File: src/pkg/smoke_cfg.svh
// Timing and count constants for the smoke alarm sequencer
`ifndef SMOKE_CFG_SVH
`define SMOKE_CFG_SVH
`define CLK_HZ          25000000
`define CLK_PERIOD_NS   40
`define TB_IDLE_US      1650000
`define TB_SMOKE_US     41670
`define HORN_HALF_US    500000
`define STROBE_US       10000
`define LED_PULSE_US    11600
`define LED_PERIOD_S    40
`define LED_SMOKE_US    1000000
`define BAT_EVERY_CYC   24
`define IO_HOLD_CYC     3
`define CHIRP_US        11600
`define US_TO_CYC(t)    (((t) * 1000) / `CLK_PERIOD_NS)
`endif

File: src/pkg/smoke_pkg.sv
// Types shared by the smoke alarm sequencer
package smoke_pkg;
   typedef enum logic [1:0] {
      MODE_IDLE,
      MODE_LOCAL,
      MODE_REMOTE
   } mode_e;
   typedef logic [25:0] cnt_t;
endpackage

File: src/core/smoke_alarm_sequencer.sv
// Control sequencer for an ionization smoke alarm
`timescale 1ns/1ps
`include "smoke_cfg.svh"
// What this block does
// - Idle timebase 1.65 s, strobe sensing each period
// - Skip smoke check during LED, chirp, local-smoke horn
// - Battery check every 24 timebase cycles
// - Smoke shortens timebase to 41.67 ms, horn on
// - Alarm horn 500 ms on, 500 ms off
// - Recheck smoke in horn-off, stop if clear
// - Local smoke: no battery alarm, LED 1 Hz
// - Remote smoke: LED pulsing suppressed too
// - Local smoke drives interconnect line
// - Interconnect disabled three cycles after power-up
// - Test low: comparator output follows smoke continuously
// - Each sensing strobe lasts about 10 ms
// - LED pulse 11.6 ms every 40 s, battery checked
// - Smoke selects more sensitive threshold, hysteresis
// - Alarm ends only during horn-off interval
// - Smoke comparator strobed at most once per timebase cycle
module smoke_alarm_sequencer
(
   input  wire logic sys_clk,
   input  wire logic arst_n,
   input  wire logic smoke_cmp,
   input  wire logic bat_low_cmp,
   input  wire logic test_n,
   input  wire logic io_in,
   output logic      io_out,
   output logic      io_oe,
   output logic      strobe,
   output logic      cmp_out,
   output logic      horn_en,
   output logic      led_on,
   output logic      sens_high
);
   localparam smoke_pkg::cnt_t TB_IDLE_CYC  = 26'(`US_TO_CYC(`TB_IDLE_US));
   localparam smoke_pkg::cnt_t TB_SMOKE_CYC = 26'(`US_TO_CYC(`TB_SMOKE_US));
   localparam smoke_pkg::cnt_t HORN_CYC     = 26'(`US_TO_CYC(`HORN_HALF_US));
   localparam smoke_pkg::cnt_t STROBE_CYC   = 26'(`US_TO_CYC(`STROBE_US));
   localparam smoke_pkg::cnt_t LED_CYC      = 26'(`US_TO_CYC(`LED_PULSE_US));
   localparam smoke_pkg::cnt_t LED1HZ_CYC   = 26'(`US_TO_CYC(`LED_SMOKE_US));
   localparam logic [4:0] BAT_N  = 5'(`BAT_EVERY_CYC);
   localparam logic [1:0] IO_N   = 2'(`IO_HOLD_CYC);
   localparam logic [5:0] LED_TB = 6'((`LED_PERIOD_S * 1000000) / `TB_IDLE_US);

   typedef struct packed {
      smoke_pkg::mode_e mode;
      smoke_pkg::cnt_t  tb;
      smoke_pkg::cnt_t  horn;
      smoke_pkg::cnt_t  led1hz;
      logic             horn_ph;
      logic [4:0]       bat_cnt;
      logic [5:0]       led_cnt;
      logic [1:0]       io_cnt;
      logic             bat_bad;
      logic             io_out;
      logic             io_oe;
      logic             strobe;
      logic             cmp_out;
      logic             horn_en;
      logic             led_on;
      logic             sens_high;
   } state_s;

   state_s st_q;
   state_s st_d;
   logic   smoke_s;
   logic   bat_s;
   logic   test_s;
   logic   io_s;
   logic   tb_tick;
   logic   strb_busy;
   logic   led_busy;
   logic   chirp_busy;
   logic   strb_go;
   logic   led_go;
   logic   chirp_go;
   logic   strb_busy_q;

   sync2 u_sy_smoke (.sys_clk(sys_clk), .arst_n(arst_n), .pin_in(smoke_cmp),   .pin_sync(smoke_s));
   sync2 u_sy_bat   (.sys_clk(sys_clk), .arst_n(arst_n), .pin_in(bat_low_cmp), .pin_sync(bat_s));
   sync2 u_sy_test  (.sys_clk(sys_clk), .arst_n(arst_n), .pin_in(test_n),      .pin_sync(test_s));
   sync2 u_sy_io    (.sys_clk(sys_clk), .arst_n(arst_n), .pin_in(io_in),       .pin_sync(io_s));

   pulse_timer u_strobe (.sys_clk(sys_clk), .arst_n(arst_n), .load(strb_go),
                         .load_val(STROBE_CYC), .busy(strb_busy));
   pulse_timer u_led    (.sys_clk(sys_clk), .arst_n(arst_n), .load(led_go),
                         .load_val(LED_CYC), .busy(led_busy));
   pulse_timer u_chirp  (.sys_clk(sys_clk), .arst_n(arst_n), .load(chirp_go),
                         .load_val(26'(`US_TO_CYC(`CHIRP_US))), .busy(chirp_busy));

   function automatic logic in_alarm(input smoke_pkg::mode_e m);
      return m != smoke_pkg::MODE_IDLE;
   endfunction

   assign tb_tick = (st_q.tb == '0);

   always_ff @(posedge sys_clk or negedge arst_n)
   begin
      if (!arst_n)
         strb_busy_q <= 1'b0;
      else
         strb_busy_q <= strb_busy;
   end

   always_comb
   begin
      logic busy_period;
      logic led_pulse;
      logic sample;
      busy_period = 1'b0;
      led_pulse   = 1'b0;
      sample      = 1'b0;
      st_d        = st_q;
      strb_go     = 1'b0;
      led_go      = 1'b0;
      chirp_go    = 1'b0;

      // Timebase period follows alarm mode
      st_d.tb = tb_tick ? (in_alarm(st_q.mode) ? TB_SMOKE_CYC : TB_IDLE_CYC) - 26'h0000001
                        : st_q.tb - 26'h0000001;

      if (tb_tick)
      begin
         if (st_q.io_cnt != IO_N)
            st_d.io_cnt = st_q.io_cnt + 2'h1;
         if (!in_alarm(st_q.mode))
         begin
            led_pulse = (st_q.led_cnt == LED_TB - 6'h01);
            st_d.led_cnt = led_pulse ? 6'h00 : st_q.led_cnt + 6'h01;
            if (led_pulse)
            begin
               led_go = 1'b1;
               if (st_q.bat_bad)
                  chirp_go = 1'b1;
            end
            // Battery evaluated every 24 cycles and at each LED pulse
            if (st_q.bat_cnt == BAT_N - 5'h01)
               st_d.bat_cnt = 5'h00;
            else
               st_d.bat_cnt = st_q.bat_cnt + 5'h01;
         end
         busy_period = led_pulse || led_busy || chirp_busy ||
                       (st_q.mode == smoke_pkg::MODE_LOCAL && st_q.horn_ph);
         if (!busy_period)
            strb_go = 1'b1;
      end
      if (led_busy && !in_alarm(st_q.mode) && bat_s && st_q.bat_cnt == 5'h00)
         st_d.bat_bad = 1'b1;
      else if (led_busy && !bat_s)
         st_d.bat_bad = 1'b0;

      sample = (strb_busy_q && !strb_busy) || !test_s;

      // Horn modulation, self-completing
      if (in_alarm(st_q.mode))
      begin
         if (st_q.horn == '0)
         begin
            st_d.horn    = HORN_CYC - 26'h0000001;
            st_d.horn_ph = !st_q.horn_ph;
         end
         else
            st_d.horn = st_q.horn - 26'h0000001;
      end

      unique case (st_q.mode)
         smoke_pkg::MODE_IDLE:
         begin
            if (sample && smoke_s)
            begin
               st_d.mode    = smoke_pkg::MODE_LOCAL;
               st_d.horn    = HORN_CYC - 26'h0000001;
               st_d.horn_ph = 1'b1;
               st_d.led1hz  = LED1HZ_CYC - 26'h0000001;
               st_d.bat_bad = 1'b0;
            end
            // Listening on the line is allowed at once; only driving it waits out the hold
            else if (io_s)
            begin
               st_d.mode    = smoke_pkg::MODE_REMOTE;
               st_d.horn    = HORN_CYC - 26'h0000001;
               st_d.horn_ph = 1'b1;
            end
         end
         smoke_pkg::MODE_LOCAL:
         begin
            // Smoke recheck only while the horn is off
            if (sample && !st_q.horn_ph && !smoke_s)
               st_d.mode = smoke_pkg::MODE_IDLE;
            st_d.led1hz = (st_q.led1hz == '0) ? LED1HZ_CYC - 26'h0000001
                                              : st_q.led1hz - 26'h0000001;
            if (st_q.led1hz == '0)
               led_go = 1'b1;
         end
         smoke_pkg::MODE_REMOTE:
         begin
            if (sample && smoke_s)
               st_d.mode = smoke_pkg::MODE_LOCAL;
            else if (!io_s && !st_q.horn_ph)
               st_d.mode = smoke_pkg::MODE_IDLE;
         end
      endcase

      st_d.io_oe     = (st_q.mode == smoke_pkg::MODE_LOCAL) && (st_q.io_cnt == IO_N);
      st_d.io_out    = st_d.io_oe;
      st_d.strobe    = strb_busy && test_s;
      st_d.cmp_out   = !test_s ? smoke_s : (sample ? smoke_s : st_q.cmp_out);
      st_d.horn_en   = (in_alarm(st_q.mode) && st_q.horn_ph) || chirp_busy;
      st_d.led_on    = led_busy && st_q.mode != smoke_pkg::MODE_REMOTE;
      st_d.sens_high = (st_d.mode == smoke_pkg::MODE_LOCAL);
   end

   always_ff @(posedge sys_clk or negedge arst_n)
   begin
      if (!arst_n)
         st_q <= '{mode: smoke_pkg::MODE_IDLE, default: '0};
      else
         st_q <= st_d;
   end

   assign io_out    = st_q.io_out;
   assign io_oe     = st_q.io_oe;
   assign strobe    = st_q.strobe;
   assign cmp_out   = st_q.cmp_out;
   assign horn_en   = st_q.horn_en;
   assign led_on    = st_q.led_on;
   assign sens_high = st_q.sens_high;
endmodule

File: src/core/sync2.sv
// Two flip-flop synchroniser for one pin
`timescale 1ns/1ps
module sync2
(
   input  wire logic sys_clk,
   input  wire logic arst_n,
   input  wire logic pin_in,
   output logic      pin_sync
);
   logic meta_q;
   always_ff @(posedge sys_clk or negedge arst_n)
   begin
      if (!arst_n)
      begin
         meta_q   <= 1'b0;
         pin_sync <= 1'b0;
      end
      else
      begin
         meta_q   <= pin_in;
         pin_sync <= meta_q;
      end
   end
endmodule

File: src/core/pulse_timer.sv
// Loadable down counter that drops busy when it reaches zero
`timescale 1ns/1ps
module pulse_timer
(
   input  wire logic            sys_clk,
   input  wire logic            arst_n,
   input  wire logic            load,
   input  wire smoke_pkg::cnt_t load_val,
   output logic                 busy
);
   smoke_pkg::cnt_t cnt_q;
   always_ff @(posedge sys_clk or negedge arst_n)
   begin
      if (!arst_n)
      begin
         cnt_q <= '0;
         busy  <= 1'b0;
      end
      else if (load)
      begin
         cnt_q <= load_val;
         busy  <= 1'b1;
      end
      else if (cnt_q != '0)
      begin
         cnt_q <= cnt_q - 26'h0000001;
         busy  <= (cnt_q != 26'h0000001);
      end
      else
      begin
         busy <= 1'b0;
      end
   end
endmodule

File: config.mk
export PLATFORM = sky130hd
export DESIGN_NAME = smoke_alarm_sequencer
export DESIGN_NICKNAME = d
export VERILOG_FILES = /design/src/pkg/smoke_pkg.sv /design/src/core/smoke_alarm_sequencer.sv /design/src/core/sync2.sv /design/src/core/pulse_timer.sv
export VERILOG_INCLUDE_DIRS = /design/src /design/src/pkg
export SDC_FILE = /design/constraint.sdc
export NUM_CORES = 1
export LEC_CHECK = 0
export BUFFER_PORTS_ARGS = -buffer_cell sky130_fd_sc_hd__buf_2
export CAP_MARGIN = 30
export CORE_ASPECT_RATIO = 0.6
export CORE_MARGIN = 2
export CORE_UTILIZATION = 52
export DETAILED_ROUTE_END_ITERATION = 10
export PLACE_DENSITY = 0.65
export SYNTH_ARGS = -nofsm -noshare
export SYNTH_HDL_FRONTEND = slang
export SYNTH_SLANG_ARGS = --single-unit
File: constraint.sdc
create_clock -name sys_clk -period 7.55 [get_ports sys_clk]
set_input_delay 0.755 -clock sys_clk [delete_from_list [all_inputs] [get_ports sys_clk]]
set_output_delay 0.755 -clock sys_clk [all_outputs]
set_load 0.02 [all_outputs]
==> results.yml <==
status:
  outcome: "finished, final reports clean"
finish:
  num_antenna_cells: 0
  final_area_um2: 10700
  most-common-layout-cells: "191 x dfrtp_1, 107 x nor2_1, 74 x nand2_1, 55 x xnor2_1, 51 x nor4_1"
  fin_nets: 1025
  fillers: 1644
  final_common_cell: "dfrtp_1"
  drive_gt1_share_pct: 8.97
  fin_cells: 1261
  syn2layout_area_growth_pct: 8.19
setup_path:
  critical_path_class: "flop to flop"
  cp.required_ns: 7.90
  critPathArrivalTime_ns: 3.67
  crit_chain: "inv_1 -> ha_1 -> buf_4 -> inv_1 -> and4_1 -> nor2_1 -> ha_1 -> nor3b_1 -> nand3_1 -> or2_2 -> o21a_1 -> o31ai_1"
  path_max_fanout: 27
  r2r-end: "st_q[94]$_DFF_PN0_"
  crit_slowest_cell: "dfrtp_1"
  worstRegToRegCells: 12
  timing.rr.start: "st_q[100]$_DFF_PN0_"
  startpoint_type: "flop"
  r2r_setup_slack_ns: 4.23
  slowest_delay_ns: 0.41
  end_kind: "flop"
clocking:
  cts_resized: 0
  cts_hold_buf: 0
  cts_made_buffers: 17
  cts.htree.levels: 4
  clkLatencyLatePin_ns: 0.44
  cts_buffer_depth: 2
  cts_tree: "built"
  clock-sinks: 191
  postCtsSetupBuffers: 0
  path_clk_slew_ns: 0.07
  root_buffer: "clkbuf_16"
sta:
  rsz0062_at_grt: "false"
  finalHoldViolations: 0
  setup_tns_ns: 0
  skew_ns: 0.0135
  period_share_pct: 44.0
  fmax_mhz: 301
  setup_viol: 0
  fin_crit_ns: 3.32
  relSlewSlack_pct: 38.6
  slew_viol_final: 0
  worst_pin_slew_ns: 0.921
placed_design:
  io_buffers: 12
  dp_cells: 1228
  gp_congestion: 0.840
  placed_area_um2: 10100
  dp_hpwl_um: 13800
routing:
  drt_wl_total_um: 20500
  wl_per_cell_um: 16.3
  dr.pass1.iters: 5
  drtAntennaViolNets: 0
  vias: 7390
  drcViolationCount: 0
  routed_via_density: 5.86
  dr.first_iter.drc_count: 564
synth:
  syn-num-nets: 1025
  ys_types: 78
  synth_top_area_cell: "dfrtp_1"
  synth_top_area_share_pct: 48.3
  syn-cell-area_um2: 9900
  synth_area_leaders: "dfrtp_1 48%, xnor2_1 4.9%, nor2_1 4.1%"
  synth_edf_count: 0
  synthArstFlopShare_pct: 100
  ys_ff_latch: 191
  syn_inst: 1002
  ys_seq_area_share_pct: 48.3
  ys.flop_type: "dfrtp_1"
  yosys_warnings: 0
  synth.avg_cell_area_um2: 9.88
pwr:
  power.switching_mw: 0.891
  pwr-share-seq_pct: 46.2
  clkPwrFrac_pct: 32.5
  powerDensity_nw_per_um2: 251
  power.internal_mw: 1.80
  p_comb_share_pct: 21.3
  p_sw_share_pct: 33.1
  power.total_mw: 2.69
  p_leak_nw: 4.33
  irDropWorstVdd_uv: 181
global_route:
  grt_max_degree: 121
  grt_pass1_vias: 6819
  track_usage_pct: 21.6
  overflow: 0
  grt_pass1_wl_um: 35300
  antenna_found_initial: 0
hold_path:
  hold_class: "input pin to async pin"
floorplanning:
  initial_core_util_pct: 52.6
  fp.dieH_um: 111
  fp-row-count: 39
  die_x_um: 182
  die-area_um2: 20200
  io_pins: 13
  core_um2: 18800
flow_run:
  cap_violations: 0
[through the flow]
step | utilization, % | worst slack [ns] | hold WS (ns)
after global routing | 56.9 | 3.96 | 0.299
after detailed placement | 53.7 | 4.32 | 0.336
after global placement | 53.7 | 4.43 | 0.332
after CTS | 56.7 | 4.29 | 0.351
after floorplan | - | 4.86 | 0.331
final | 56.9 | 4.23 | 0.278
[flip-flops by register name (all words and copies together) (netlist names), 26 cells and up]
register and cells:
u_strobe.cnt_q 26, st_q 95, u_led.cnt_q 26, u_chirp.cnt_q 26
[worst max-delay path by stage]
stage                   startpoint            endpoint  slack (ns)  cells past startpoint
2_1_floorplan   st_q[93]$_DFF_PN0_  st_q[94]$_DFF_PN0_        4.86                     12
3_3_place_gp   st_q[100]$_DFF_PN0_  st_q[94]$_DFF_PN0_        4.43                     12
3_5_place_dp   st_q[101]$_DFF_PN0_  st_q[94]$_DFF_PN0_        4.32                     12
4_1_cts        st_q[100]$_DFF_PN0_  st_q[94]$_DFF_PN0_        4.29                     12
5_1_grt        st_q[101]$_DFF_PN0_  st_q[98]$_DFF_PN0_        3.96                     12
6_report       st_q[100]$_DFF_PN0_  st_q[94]$_DFF_PN0_        4.23                     12
[worst max-delay path: cells and delay by family (launching register included)]
| kind | cells | cell delay, ns |
|---|---|---|
| fa+ha+maj | 2 | 0.36 |
| flops | 1 | 0.41 |
| simple gates | 5 | 1.48 |
| compound gates | 2 | 0.36 |
| buf+inv | 3 | 0.63 |
[cell type report]
type / count / area (µm²) / area share [%]
flip-flops and latches: 191 / 4780 / 44.6
repair buffers: 16 / 119 / 1.11
clock buffers: 18 / 429 / 4.01
inverters: 26 / 97.6 / 0.911
well taps: 246 / 308 / 2.87
multi-input cells: 750 / 4840 / 45.2
clock inverters: 14 / 136 / 1.27
[power by group through the flow]
stage	Combinational [mW]	Sequential, mW	Clock [mW]
final	0.573	1.24	0.875
after global routing	0.650	1.26	0.941
after CTS	0.570	1.24	0.898
after detailed placement	0.569	1.26	0
after global placement	0.560	1.26	0
after floorplan	0.433	1.24	0
[cells in the mapped netlist (5+ instances only)]
library cell    n
ha_1           17
nor3_1         42
xnor2_1        55
or2_2          10
and4_1          5
nor2b_1         5
and3_1          9
o21a_1          6
o31ai_1        19
inv_1          26
dfrtp_1       191
nand2b_1       10
buf_4           7
and2_1          7
or3_1          31
a21oi_1        36
nand4_1        22
clkbuf_1       13
nand2_1        74
or4_1          20
o41ai_1         5
nand3b_1       10
nor4_1         51
buf_2          12
xor2_1         36
o21ai_0        42
nor2_1        107
nand3_1        32
o211ai_1        8
a211oi_1        7
[per-layer routing]
metal	routed length (µm)	vias up	global-route usage [%]	share of wire (%)
li1	-	3666	-	-
met1	11600	3574	36.2	57
met2	7970	138	27.6	39
met3	784	12	4.83	3.8
met4	155	0	5.11	0.76
met5	0	-	0	0
[cell families after synthesis]
| logic type | synth area share, % |
|---|---|
| compound gates | 11.2 |
| xor+xnor | 8.05 |
| fa+ha+maj | 2.15 |
| buf+inv | 2.82 |
| flops | 48.3 |
| mux | 0.644 |
| simple gates | 26.8 |
Note: power is estimated with default switching activity, not from simulation.
